===== src/apsr_params.svh =====
/*
 * constants of the arbitrary pulse sample ram: register offsets, field positions,
 * reset values and template figures.
 * assumes a host port with one-cycle strobes and read data one cycle later.
 */
`ifndef APSR_PARAMS_SVH
`define APSR_PARAMS_SVH
`define APSR_ADDR_W        4
`define APSR_OFF_SHAPE     4'h0
`define APSR_OFF_INDEX     4'h1
`define APSR_OFF_LEVEL     4'h2
`define APSR_OFF_ACCESS    4'h3
`define APSR_OFF_GAIN      4'h4
`define APSR_OFF_STATUS    4'h5
`define APSR_OFF_ROMSEL    4'h6
`define APSR_ACC_DIR_BIT   0
`define APSR_ACC_TRIG_BIT  1
`define APSR_ACC_LOAD_BIT  2
`define APSR_USER_SHAPE    2'h3
`define APSR_GAIN_RST      6'h21
`define APSR_E1_75_GAIN    6'h21
`define APSR_E1_75_STEP    8'h03
`define APSR_E1_75_EDGE    7'h0c
`define APSR_E1_75_BODY    7'h30
`define APSR_E1_120_GAIN   6'h21
`define APSR_T1_SHORT_GAIN 6'h36
`define APSR_ROM_COUNT     4'hc
`endif


===== src/apsr_pkg.sv =====
/*
 * types of the arbitrary pulse sample ram.
 * assumes apsr_params.svh is on the include path.
 */
package apsr_pkg;
  typedef enum logic [1:0] {
    APSR_IDLE = 2'b00,
    APSR_XFER = 2'b01,
    APSR_LOAD = 2'b10
  } apsr_state_t;
endpackage : apsr_pkg


===== src/apsr_sample_ram.sv =====
/*
 * transmit pulse sample store: 64-entry ram with indirect access, template rom,
 * gain code and registered, unscaled output sample for the shaper.
 * assumes a host that keeps strobes one cycle and one access at a time.
 */
`include "apsr_params.svh"

module apsr_sample_ram
(
  input  wire logic        mclk,
  input  wire logic        rstn,
  input  wire logic [3:0]  reg_addr,
  input  wire logic [7:0]  reg_wdata,
  input  wire logic        reg_wr,
  input  wire logic        reg_rd,
  output logic      [7:0]  reg_rdata,
  input  wire logic [5:0]  shape_addr,
  output logic             user_shape_sel,
  output logic             gain_apply,
  output logic      [6:0]  shape_sample,
  output logic      [5:0]  shape_gain
);
  import apsr_pkg::*;

  // ************************************************************
  // template rom
  // ************************************************************
  // slots 0 to 2 hold e1 75 ohm, e1 120 ohm and the shortest t1 shape;
  // the remaining slots read as zero, so loading slots 3 to 11 clears the ram; slots 12 to 15 start no load
  function automatic logic [6:0] rom_sample(input logic [3:0] sel, input logic [5:0] a);
    logic [6:0] v;
    v = 7'h00;
    case (sel)
      4'h0:
      begin
        if (a[5:4] == 2'h0)
        begin
          if (a[3:0] == 4'h3)
            v = `APSR_E1_75_EDGE;
          else if (a[3:0] >= 4'h4 && a[3:0] <= 4'hb)
            v = `APSR_E1_75_BODY;
        end
      end
      4'h1:
      begin
        if (a[5:4] == 2'h0)
        begin
          if (a[3:0] == 4'h3)
            v = 7'h0f;
          else if (a[3:0] >= 4'h4 && a[3:0] <= 4'hb)
            v = 7'h3c;
        end
      end
      4'h2:
      begin
        case (a)
          6'h00:   v = 7'h17;
          6'h01:   v = 7'h27;
          6'h02:   v = 7'h27;
          6'h03:   v = 7'h26;
          6'h04:   v = 7'h25;
          6'h05:   v = 7'h25;
          6'h06:   v = 7'h25;
          6'h07:   v = 7'h24;
          6'h08:   v = 7'h23;
          6'h09:   v = 7'h4a;
          6'h0a:   v = 7'h4a;
          6'h0b:   v = 7'h49;
          6'h0c:   v = 7'h47;
          6'h0d:   v = 7'h45;
          6'h0e:   v = 7'h44;
          6'h0f:   v = 7'h43;
          6'h10:   v = 7'h42;
          6'h11:   v = 7'h41;
          default: v = 7'h00;
        endcase
      end
      default: v = 7'h00;
    endcase
    return v;
  endfunction : rom_sample

  function automatic logic [5:0] rom_gain(input logic [3:0] sel);
    logic [5:0] g;
    case (sel)
      4'h0:    g = `APSR_E1_75_GAIN;
      4'h1:    g = `APSR_E1_120_GAIN;
      4'h2:    g = `APSR_T1_SHORT_GAIN;
      default: g = `APSR_GAIN_RST;
    endcase
    return g;
  endfunction : rom_gain

  // ************************************************************
  // state
  // ************************************************************
  typedef struct packed {
    logic [3:0]  shape;
    logic [1:0]  ui;
    logic [3:0]  phase;
    logic [6:0]  level;
    logic        dir;
    logic        trig;
    logic [5:0]  gain;
    logic [3:0]  romsel;
    logic [5:0]  load_cnt;
    apsr_state_t st;
    logic [7:0]  rdata;
    logic [6:0]  sample;
  } apsr_regs_t;

  apsr_regs_t q, d;
  logic [6:0] mem [0:63];
  logic       mem_we;
  logic [5:0] mem_wa;
  logic [6:0] mem_wd;
  logic [5:0] acc_addr;

  assign acc_addr = {q.ui, q.phase};

  always_comb
  begin
    d      = q;
    mem_we = 1'b0;
    mem_wa = acc_addr;
    mem_wd = q.level;
    d.rdata = 8'h00;
    if (reg_wr)
    begin
      case (reg_addr)
        `APSR_OFF_SHAPE:  d.shape = reg_wdata[3:0];
        `APSR_OFF_INDEX:
        begin
          d.ui    = reg_wdata[5:4];
          d.phase = reg_wdata[3:0];
        end
        `APSR_OFF_LEVEL:  d.level = reg_wdata[6:0];
        `APSR_OFF_ACCESS:
        begin
          if (q.st == APSR_IDLE)
          begin
            d.dir = reg_wdata[`APSR_ACC_DIR_BIT];
            if (reg_wdata[`APSR_ACC_LOAD_BIT] && reg_wdata[3:0] != 4'h0 && q.romsel < `APSR_ROM_COUNT)
            begin
              d.trig     = 1'b1;
              d.load_cnt = 6'h00;
              d.st       = APSR_LOAD;
            end
            else if (reg_wdata[`APSR_ACC_TRIG_BIT])
            begin
              d.trig = 1'b1;
              d.st   = APSR_XFER;
            end
          end
        end
        `APSR_OFF_GAIN:   d.gain = reg_wdata[5:0];
        `APSR_OFF_ROMSEL: d.romsel = reg_wdata[3:0];
        default:          d.shape = q.shape;
      endcase
    end
    if (reg_rd)
    begin
      case (reg_addr)
        `APSR_OFF_SHAPE:  d.rdata = {4'h0, q.shape};
        `APSR_OFF_INDEX:  d.rdata = {2'h0, q.ui, q.phase};
        `APSR_OFF_LEVEL:  d.rdata = {1'b0, q.level};
        `APSR_OFF_ACCESS: d.rdata = {6'h00, q.trig, q.dir};
        `APSR_OFF_GAIN:   d.rdata = {2'h0, q.gain};
        `APSR_OFF_STATUS: d.rdata = {6'h00, q.st};
        `APSR_OFF_ROMSEL: d.rdata = {4'h0, q.romsel};
        default:          d.rdata = 8'h00;
      endcase
    end
    case (q.st)
      APSR_IDLE: d.st = d.st;
      APSR_XFER:
      begin
        if (!q.dir)
          mem_we = 1'b1;
        else
          d.level = mem[acc_addr];
        d.trig = 1'b0;
        d.st   = APSR_IDLE;
      end
      APSR_LOAD:
      begin
        // copies the selected template in, one sample per cycle
        mem_we = 1'b1;
        mem_wa = q.load_cnt;
        mem_wd = rom_sample(q.romsel, q.load_cnt);
        d.load_cnt = q.load_cnt + 6'h01;
        if (q.load_cnt == 6'h3f)
        begin
          d.gain = rom_gain(q.romsel);
          d.trig = 1'b0;
          d.st   = APSR_IDLE;
        end
      end
      default: d.st = APSR_IDLE;
    endcase
    d.sample = mem[shape_addr];
  end

  always_ff @(posedge mclk or negedge rstn)
  begin
    if (!rstn)
    begin
      q        <= '0;
      q.gain   <= `APSR_GAIN_RST;
      q.st     <= APSR_IDLE;
    end
    else
      q <= d;
  end

  // ram has no reset: contents stay undefined until written or loaded
  always_ff @(posedge mclk)
  begin
    if (mem_we)
      mem[mem_wa] <= mem_wd;
  end

  assign reg_rdata      = q.rdata;
  assign user_shape_sel = (q.shape[3:2] == `APSR_USER_SHAPE);
  assign gain_apply     = user_shape_sel;
  assign shape_sample   = q.sample;
  assign shape_gain     = q.gain;
endmodule : apsr_sample_ram


===== config.mk =====
export PLATFORM = sky130hd
export DESIGN_NAME = apsr_sample_ram
export DESIGN_NICKNAME = d
export VERILOG_FILES = /design/src/apsr_pkg.sv /design/src/apsr_sample_ram.sv
export VERILOG_INCLUDE_DIRS = /design/src
export SDC_FILE = /design/constraint.sdc
export NUM_CORES = 1
export LEC_CHECK = 0
export BUFFER_PORTS_ARGS = -buffer_cell sky130_fd_sc_hd__buf_4
export CORE_ASPECT_RATIO = 1.75
export CORE_MARGIN = 1.5
export CORE_UTILIZATION = 45
export CTS_CLUSTER_DIAMETER = 30
export DETAILED_ROUTE_END_ITERATION = 16
export GPL_ROUTABILITY_DRIVEN = 0
export HOLD_SLACK_MARGIN = 0.05
export PLACE_DENSITY_LB_ADDON = 0.05
export SLEW_MARGIN = 25
export SYNTH_ARGS = -nofsm -noshare
export SYNTH_HDL_FRONTEND = slang
export SYNTH_SLANG_ARGS = --single-unit

===== constraint.sdc =====
create_clock -name mclk -period 5.1 [get_ports mclk]
set_input_delay 0.255 -clock mclk [delete_from_list [all_inputs] [get_ports mclk]]
set_output_delay 0.255 -clock mclk [all_outputs]
set_load 0.05 [all_outputs]

# Word level (Yosys, flattened, before mapping)

Memory sizes are Yosys's and may differ from the RTL's. A register that Yosys moved wholly into a read port is not among the register bits.
Cells that the tools add are included.

ROM bits: 224
Word-level logic and storage cells: 86
Output and inout port bits: 23
Input bits: 22
Bits in writable memories: 448
Memories: 2
Register bits: 45
Latch bits: 0

Memories:

| name             | depth | width | rd ports | clocked after Yosys merged registers in | write ports | line                   | text |
|---|---|---|---|---|---|---|---|
| mem              | 64    | 7     | 2        | 1                                       | 1           | apsr_sample_ram.sv:113 | `logic [6:0] mem [0:63];` |
| (name not given) | 32    | 7     | 1        | 0                                       | 0           | apsr_sample_ram.sv:56  | `case (a)` |

Reductions and logical operators: 18
Muxes and demuxes: 38
Shifts and indexed selects: 0
Bitwise logic cells: 0
Multiply operators: 0
Add/sub/neg operators: 1
Equal/unequal tests: 13
Divide/modulo/power cells: 0
Magnitude comparators: 3

Operators by type and width:

| cell                                                               | number |
|---|---|
| two-way mux 6 bit                                                  | 11 |
| two-way mux 7 bit                                                  | 7 |
| case mux 7 bit (7 select lines)                                    | 1 |
| two-way mux 27 bit                                                 | 1 |
| case mux 7 bit (3 select lines)                                    | 1 |
| == test 4 x 2 -> 1 bit (second input constant)                     | 4 |
| two-way mux 8 bit                                                  | 2 |
| == test 4 x 3 -> 1 bit (second input constant)                     | 3 |
| two-way mux 2 bit                                                  | 5 |
| == test 4 x 1 -> 1 bit (second input constant)                     | 2 |
| zero test 4 bit                                                    | 2 |
| nonzero test 2 bit                                                 | 4 |
| adder 6 x 1 -> 6 bit (second input constant)                       | 1 |
| == test 6 bit (second input constant)                              | 1 |
| AND reduction 2 bit                                                | 3 |
| two-way mux 1 bit                                                  | 5 |
| two-way mux 5 bit                                                  | 1 |
| == test 2 bit (second input constant)                              | 2 |
| greater-or-equal comparator 4 x 3 -> 1 bit (second input constant) | 1 |
| less-or-equal comparator 4 bit (second input constant)             | 1 |
| zero test 2 bit                                                    | 2 |
| < comparator 4 bit (second input constant)                         | 1 |
| two-way mux 4 bit                                                  | 1 |
| case mux 1 bit (2 select lines)                                    | 2 |
| other kinds (7)                                                    | 9 |

# Depth between registers and ports, before layout

Gate-level depths: netlist (run 1).

Word-level depth: 9
Mapped depth: 9
Gate-level depth less buffers: 7

# Worst setup path after synthesis (run 1)

No wires, ideal clock.

Path type: register to register
From: register q[15] in the netlist's numbering
To: memory mem[0][6], data pin
Stages on the path, launching flop included: 7
Library setup time: 0.702 ns
Period minus slack after synthesis: 4.425 ns
Required time: 4.398 ns
Arrival time: 3.723 ns
Setup slack: 0.675 ns
Path buffers: 3
Path through: dfrtp_1 inv_1 ha_1 clkbuf_1 clkbuf_1 clkbuf_1 o21ai_0

Cells in the longest elaborated chain, start to end: 2

Ends and longest elaborated chain:

| item                | line                   | text |
|---|---|---|
| from (decl)         | apsr_sample_ram.sv:112 | `apsr_regs_t q, d;` |
| == test 2 bit       | apsr_sample_ram.sv:174 | `case (q.st)` |
| two-way mux 7 bit   | apsr_sample_ram.sv:174 |  |
| named net mem_wd[6] | apsr_sample_ram.sv:116 | `logic [6:0] mem_wd;` |
| to (decl)           | apsr_sample_ram.sv:113 |  |

The timed path passes the listed nets, and every way through them passes these cells.

# Worst setup path in the final report (run 1)

From: register q[15] in the netlist's numbering
To: memory mem[37][5], enable pin

Cells in the longest elaborated chain, start to end: 4
Elaborated cells on any way between the ends: 6
Classes of those cells: eq/ne (2); mux (4)

Ends and longest elaborated chain:

| item                                                           | line                   | text |
|---|---|---|
| == test 2 bit / == test 2 x 1 -> 1 bit (equally long branches) | apsr_sample_ram.sv:174 |  |
| case mux 1 bit (2 select lines)                                | apsr_sample_ram.sv:174 |  |
| two-way mux 1 bit                                              | apsr_sample_ram.sv:219 | `if (mem_we)` |
| two-way mux 1 bit (implied by the code)                        | apsr_sample_ram.sv:220 | `mem[mem_wa] <= mem_wd;` |

Parallel ways exist; a longest one is shown, timed or not.

==> results.tsv, run 1 <==
metric	value	unit
Critical Path Start Type	register	
layout cells sized above 1	29.2	%
fin crit period	3670	ps
gr usage total	27.2	%
Starting Density	45.6	%
CTS H-tree depth	3	
Clock Path Buffers	3	
Post-Syn Area	23900	sq um
sequential-to-total area share from yosys stat	61.5	%
worst r2r path cells	7	
Top Family by Delay on Critical Path	simple AND/OR/NAND/NOR gates	
Slew @ Worst Pin	1010	ps
Area growth syn-to-layout	16.8	%
max cap viols	0	
post-synthesis async set-or-reset flop share	10.2	%
antenna-violating nets left	0	
RR Endpoint	mem[37][5]	
Max stage delay on crit path	860	ps
Synth Area per Inst	16.9	sq um
XOR/XNOR share of the synthesized area	0	%
post-route cell area	28000	sq um
Final setup viols	0	
simple-gate share of the synthesized area	5.73	%
GR Overflow Total	0	
worst reg2reg setup slack	1430	ps
hold_sp	reg_addr[1]	
DRC errors left	0	
CTS tree	yes	
RSZ-0062 raised after global routing	false	
Post-CTS Setup Bufs	0	
max frequency	273	MHz
CTS buffer count	81	
number of global-route vias before repair	15018	
VDD IR max	0.377	mV
Iteration-0 DRC Markers	1214	
Sink Count	499	
final setup TNS	0	ps
CP arrival	3900	ps
Synth Net Count	1451	
slowest cell on the critical path	nor2_1	
CP Capture Type	register	
die width	177	um
Worst Hold Endpoint	reg_rdata[1]	
initial antenna violation count	2	
Hold Crit Class	in2reg	
Nets	1504	
Mapped Cells	1419	
Synth cell types	58	
Crit path required time	5330	ps
cell chain of the critical path	inv_1 > ha_1 > clkinv_1 > buf_4 > a21boi_1 > nand3_1 > nor2_1	
Worst Hold Path Cells	4	
Pins Over Slew Limit	0	
first-pass GRT wire length	104	mm
#FFs+latches synth	499	
height of the die	308	um
drt via density	6.29	
crit path buf inv count	3	
clk_skew	29.2	ps
Cells after DPL	2053	
Worst-path clk slew	50	ps
Vias	13958	
Pre-antenna DRT Iters	5	
clk_lat worst skew	630	ps
Rows	111	
largest net degree at the start of global routing	86	
non-filler cells, final	2218	
Crit Path Class	reg2reg	
Leakage	9.29	nW
ANT cells	0	
status	complete, no violations	
Placed Instance Area	24900	sq um
Post-Route WL	71.4	mm
core area	52500	sq um
DP HPWL	50.1	mm
I/O Pins	45	
worst reg2reg startpoint	q[15]	
port buffer count	42	
Main synth FF type	edfxtp_1	
number of flops mapped to enable cells by yosys	448	
Power per Cell Area	523	nW/um^2
WL/cell	32.2	um
multiplexer area fraction after synthesis	23.3	%
Yosys warnings	0	
Post-Synth Adder-Cell Area	0.523	%
Tcrit/Tclk final	72.0	%
clock root cell	clkbuf_16	
final hold violations	0	
full die area	54700	sq um
Slew Limit Headroom	32.7	%
largest family of logic cells by synthesized area	multiplexers	
Compound-Gate Fraction of Synth Area	6.08	%
crit path max fanout	13	
==> layout by cell type, fill, tap and decap left out, types with 14 or more instances in the layout <==
cell           count
dlygate4sd3_1     14
edfxtp_1         448
buf_4             66
o21ai_0           20
dfrtp_1           47
clkbuf_16         87
nand3_1           40
a22oi_1           80
nor2b_1           15
and3_1            14
nand2_1           46
mux4_2           194
nand2b_1          27
o22ai_1           15
a21oi_1           41
mux2i_1           72
nor2_1            86
mux2_2            17
==> worst min-delay path: stages <==
cell and delay, ps:
buf_4 150, o211ai_1 100, nand3_1 110, a21oi_1 70
==> through the flow <==
step | setup slack, ps | utilization (%) | power [mW] | hold WS (ps)
after detailed placement | 1500 | 47.5 | 8.92 | 366
after CTS | 1500 | 53.3 | 14.7 | 81.2
after floorplan | 675 | - | 7.62 | -40.6
after global placement | 1570 | 47.5 | 8.85 | 365
after global routing | 1330 | 53.3 | 15.1 | 95.7
final | 1430 | 53.3 | 14.6 | 97.2
==> how the worst max path moves through the flow <==
stage	startpoint	end	slack (ps)	depth (start not counted)
final	q[15]	mem[37][5]	1430	7
after CTS	q[15]	mem[6][1]	1500	7
after global placement	q[15]	mem[6][3]	1570	7
after global routing	q[15]	mem[37][3]	1330	7
after detailed placement	q[15]	mem[6][3]	1500	7
after floorplan	q[15]	mem[0][6]	680	6
==> Yosys cell counts (2+ instances only) <==
cell / number / area (sq um)
dfstp_2: 2 / 52.6
o31ai_1: 2 / 15.0
buf_1: 8 / 30.0
buf_12: 2 / 40.0
clkbuf_1: 50 / 188
nor2b_1: 17 / 106
o22ai_1: 15 / 93.8
a22o_1: 12 / 105
and3_1: 14 / 87.6
nor3_1: 11 / 55.1
nand4_1: 12 / 75.1
a21oi_1: 41 / 205
and2_1: 3 / 18.8
buf_2: 22 / 110
nand3b_1: 4 / 30.0
nand2_1: 46 / 173
nor2_1: 87 / 327
o2111ai_1: 2 / 17.5
o21ai_0: 21 / 105
a211oi_1: 8 / 60.1
dfrtp_1: 49 / 1230
inv_1: 9 / 33.8
buf_4: 30 / 225
a22oi_1: 80 / 601
buf_6: 3 / 33.8
ha_1: 10 / 125
edfxtp_1: 448 / 13500
nand3_1: 40 / 200
a31oi_1: 4 / 25.0
a221oi_1: 2 / 17.5
a211o_1: 2 / 17.5
o2bb2ai_1: 7 / 61.3
mux2_2: 17 / 191
mux2i_1: 72 / 721
a221oi_2: 4 / 60.1
mux4_1: 11 / 289
mux4_2: 194 / 4370
nor4_1: 2 / 12.5
o21ai_1: 3 / 15.0
nor3b_1: 2 / 15.0
and4_1: 2 / 17.5
nand2b_1: 27 / 169
or2_2: 2 / 12.5
or4_1: 6 / 45.0
==> report_power, final <==
| group | switching, mW | internal, mW | total [mW] |
|---|---|---|---|
| Combinational | 2.15 | 1.01 | 3.16 |
| Sequential | 0.275 | 5.40 | 5.67 |
| Clock | 2.15 | 3.65 | 5.80 |
==> kinds of logic (layout without fill, tap and decap cells) <==
kind of cell,Yosys count,in the layout
flops,499,499
mux,294,294
simple gates,278,278
compound gates,210,210
buf+inv,127,248
fa+ha+maj,10,10
other cells,1,1
==> metal layers <==
metal / vias up / share of wire, % / GRT usage, %
met5: - / 0.038 / 0
met3: 154 / 5.1 / 4.41
li1: 6014 / - / -
met1: 7266 / 34 / 29.4
met2: 520 / 55 / 50.0
met4: 4 / 5.9 / 15.0
==> area by class of cell <==
class	count	area [sq um]
clock buffer	91	2200
clock inverter	60	716
fill	4297	24500
inverter	10	37.5
multi-input combinational	793	8670
sequential	499	14700
tap	678	848
timing repair buffer	87	767
==> flip-flops by register name (all words and copies together), names as in the netlist <==
| register | flops |
|---|---|
| mem | 448 |
| q | 25 |
| reg_rdata | 7 |
| shape_sample | 7 |
| acc_addr | 6 |
| shape_gain | 6 |
==> timing repair <==
item                                   in CTS  in global routing
setup endpoints to repair                   0                  0
endpoints found under the hold margin      80                  0
resized for setup                           0                  0
hold buffers                               14                  0
Power figures use the tool's default switching activity.
==> inputs of run 2 (changes only) <==
- ABC_AREA: unset -> 1
- clock period: 5.1 -> 3.8 ns (I/O delays scaled with it)
==> results.tsv, run 2 <==
metric	value	unit
status	complete, no violations	
non-filler cells, final	3658	
Sink Count	499	
cell taking the most area after synthesis	edfxtp_1	
Starting Density	45.3	%
post-route cell area	29100	sq um
Slew @ Worst Pin	1260	ps
Filler cells	5046	
height of the die	317	um
initial antenna violation count	0	
Mapped Cells	2892	
CTS tree	yes	
final hold violations	0	
cell-internal power	12.5	mW
Pre-antenna DRT Iters	6	
port buffer count	42	
Iteration-0 DRC Markers	2205	
most numerous cell in the Yosys netlist	nand2_1	
Switching Share	35.0	%
synth top area cells	edfxtp_1 (53%), nand2_1 (12%), nand3_1 (9.1%)	
Clock Path Buffers	3	
Post-Syn Area	25400	sq um
#FFs+latches synth	499	
Power per Cell Area	662	nW/um^2
Tot Pwr	19.3	mW
Pins Over Slew Limit	0	
clk_lat worst skew	610	ps
Nets	2930	
Placed Instance Area	26500	sq um
max cap viols	0	
number of global-route vias before repair	21804	
Final setup viols	0	
CTS H-tree depth	3	
Rows	115	
max frequency	310	MHz
core area	56000	sq um
Worst-path clk slew	60	ps
Yosys warnings	0	
gr usage total	31.1	%
DP HPWL	55.4	mm
Post-CTS Setup Bufs	0	
Leakage	11.2	nW
Vias	22024	
Hold Buf Count CTS	12	
layout cells sized above 1	9.68	%
first-pass GRT wire length	133	mm
Crit Path Class	reg2reg	
Top reg by flops	mem	
most frequent cells in the layout	nand2_1 (830), nand3_1 (464), edfxtp_1 (448)	
Crit path required time	4030	ps
Critical Path Start Type	register	
DRC errors left	0	
slowest cell on the critical path	nor2_1	
Tcrit/Tclk final	85.0	%
VDD IR max	0.429	mV
crit path buf inv count	2	
GR Overflow Total	0	
Max stage delay on crit path	740	ps
Flop pwr share	38.0	%
Largest register FFs	448	
Slew Limit Headroom	15.7	%
Top Family by Delay on Critical Path	simple AND/OR/NAND/NOR gates	
fin crit period	3230	ps
Synth Net Count	2924	
largest registers	mem x448, q x25	
Synth top cells by count	nand2_1 (830), nand3_1 (464), edfxtp_1 (448)	
largest net degree at the start of global routing	186	
ANT cells	0	
post-CTS sizing	0	
RSZ-0062 raised after global routing	false	
WL/cell	24.8	um
clock root cell	clkbuf_16	
antenna-violating nets left	0	
Area growth syn-to-layout	14.8	%
Synth Area per Inst	8.78	sq um
full die area	57900	sq um
crit path max fanout	15	
Main synth FF type	edfxtp_1	
Synth cell types	35	
clk_skew	21.4	ps
number of flops mapped to enable cells by yosys	448	
post-synthesis async set-or-reset flop share	10.2	%
die width	183	um
Comb pwr share	26.5	%
cell chain of the critical path	inv_1 > ha_1 > inv_2 > a21oi_2 > nand2_1 > nor2_1	
switching power	6.74	mW
drt via density	6.02	
Hold Crit Class	in2reg	
CP Capture Type	register	
CP arrival	3460	ps
Post-Route WL	90.6	mm
CTS buffer count	74	
commonest non-fill, non-tap cell in the layout	nand2_1	
final hold slack	125	ps
post-synth top area share	53.0	%
I/O Pins	45	
sequential-to-total area share from yosys stat	58.0	%
Cells after DPL	3511	
clock share of power	35.5	%
run 2: changes by cell type in the layout (fill, tap and decap cells not counted), sizes merged, moves of 17 or more:
cell / before / now
a21oi: 41 / 24
mux4: 205 / 0
buf: 73 / 138
nor2b: 17 / 0
o22ai: 15 / 119
mux2i: 72 / 0
nor2: 87 / 325
nand3: 40 / 464
inv: 29 / 117
mux2: 17 / 0
nand2: 46 / 830
o21ai: 24 / 273
nand2b: 27 / 0
a22oi: 80 / 1
run 2: logic make-up (layout without fill, tap and decap cells):
group	after synthesis	after routing	share of synthesized area, %
AND/OR/NAND/NOR	1627	1627	26.4
flip-flops	499	499	58.0
AO/OA/AOI/OAI	431	431	9.29
buffers and inverters	323	387	5.71
adder cells (fa/ha/maj)	10	10	0.493
other	1	1	0.0148
XOR/XNOR	1	1	0.0345
run 2: worst paths after layout:
path                              from               to  slack (ps)  cells after the start
max reg2reg                      q[15]       mem[10][6]         570                      6
min                        reg_addr[0]     reg_rdata[6]         130                      4
min in group asynchronous         rstn  shape_sample[3]         170                      2
min reg2reg                      q[25]            q[25]         520                      2
max in group asynchronous         rstn      acc_addr[0]        3000                      2
max                              q[15]       mem[10][6]         570                      6
run 2: area by class of cell:
cell class | instances | area (sq um) | share of cell area [%]
flip-flops and latches | 499 | 14700 | 50.6
multi-input cells | 2070 | 9280 | 31.9
clock buffers | 91 | 2090 | 7.19
repair buffers | 150 | 1330 | 4.57
well taps | 702 | 878 | 3.02
clock inverters | 43 | 404 | 1.39
inverters | 103 | 400 | 1.37
run 2: layer usage:
metal  global-route usage, %  share of wire (%)
met5                       0                  0
met1                    35.7                 37
met4                    20.8                6.8
met3                    5.12                7.0
met2                    53.7                 50
run 2: power groups by stage:
stage          clock [mW]  combinational [mW]  sequential (mW)
2_1_floorplan           0                2.90             7.50
3_5_place_dp            0                5.00             7.43
3_3_place_gp            0                4.92             7.43
6_report             6.84                5.10             7.33
4_1_cts              6.90                5.02             7.32
5_1_grt              7.12                5.48             7.34
run 2: tightest hold or removal path, delay by kind of cell:
kind	cells	cell delay [ps]
simple gates	3	370
buf+inv	1	110
run 2: per-stage QoR:
step	TNS (ps)	utilization [%]	setup WS, ps
2_1_floorplan	-205120	-	-534
3_3_place_gp	0	47.3	639
3_5_place_dp	0	47.3	462
4_1_cts	0	52.0	451
5_1_grt	0	52.0	404
6_report	0	52.0	570
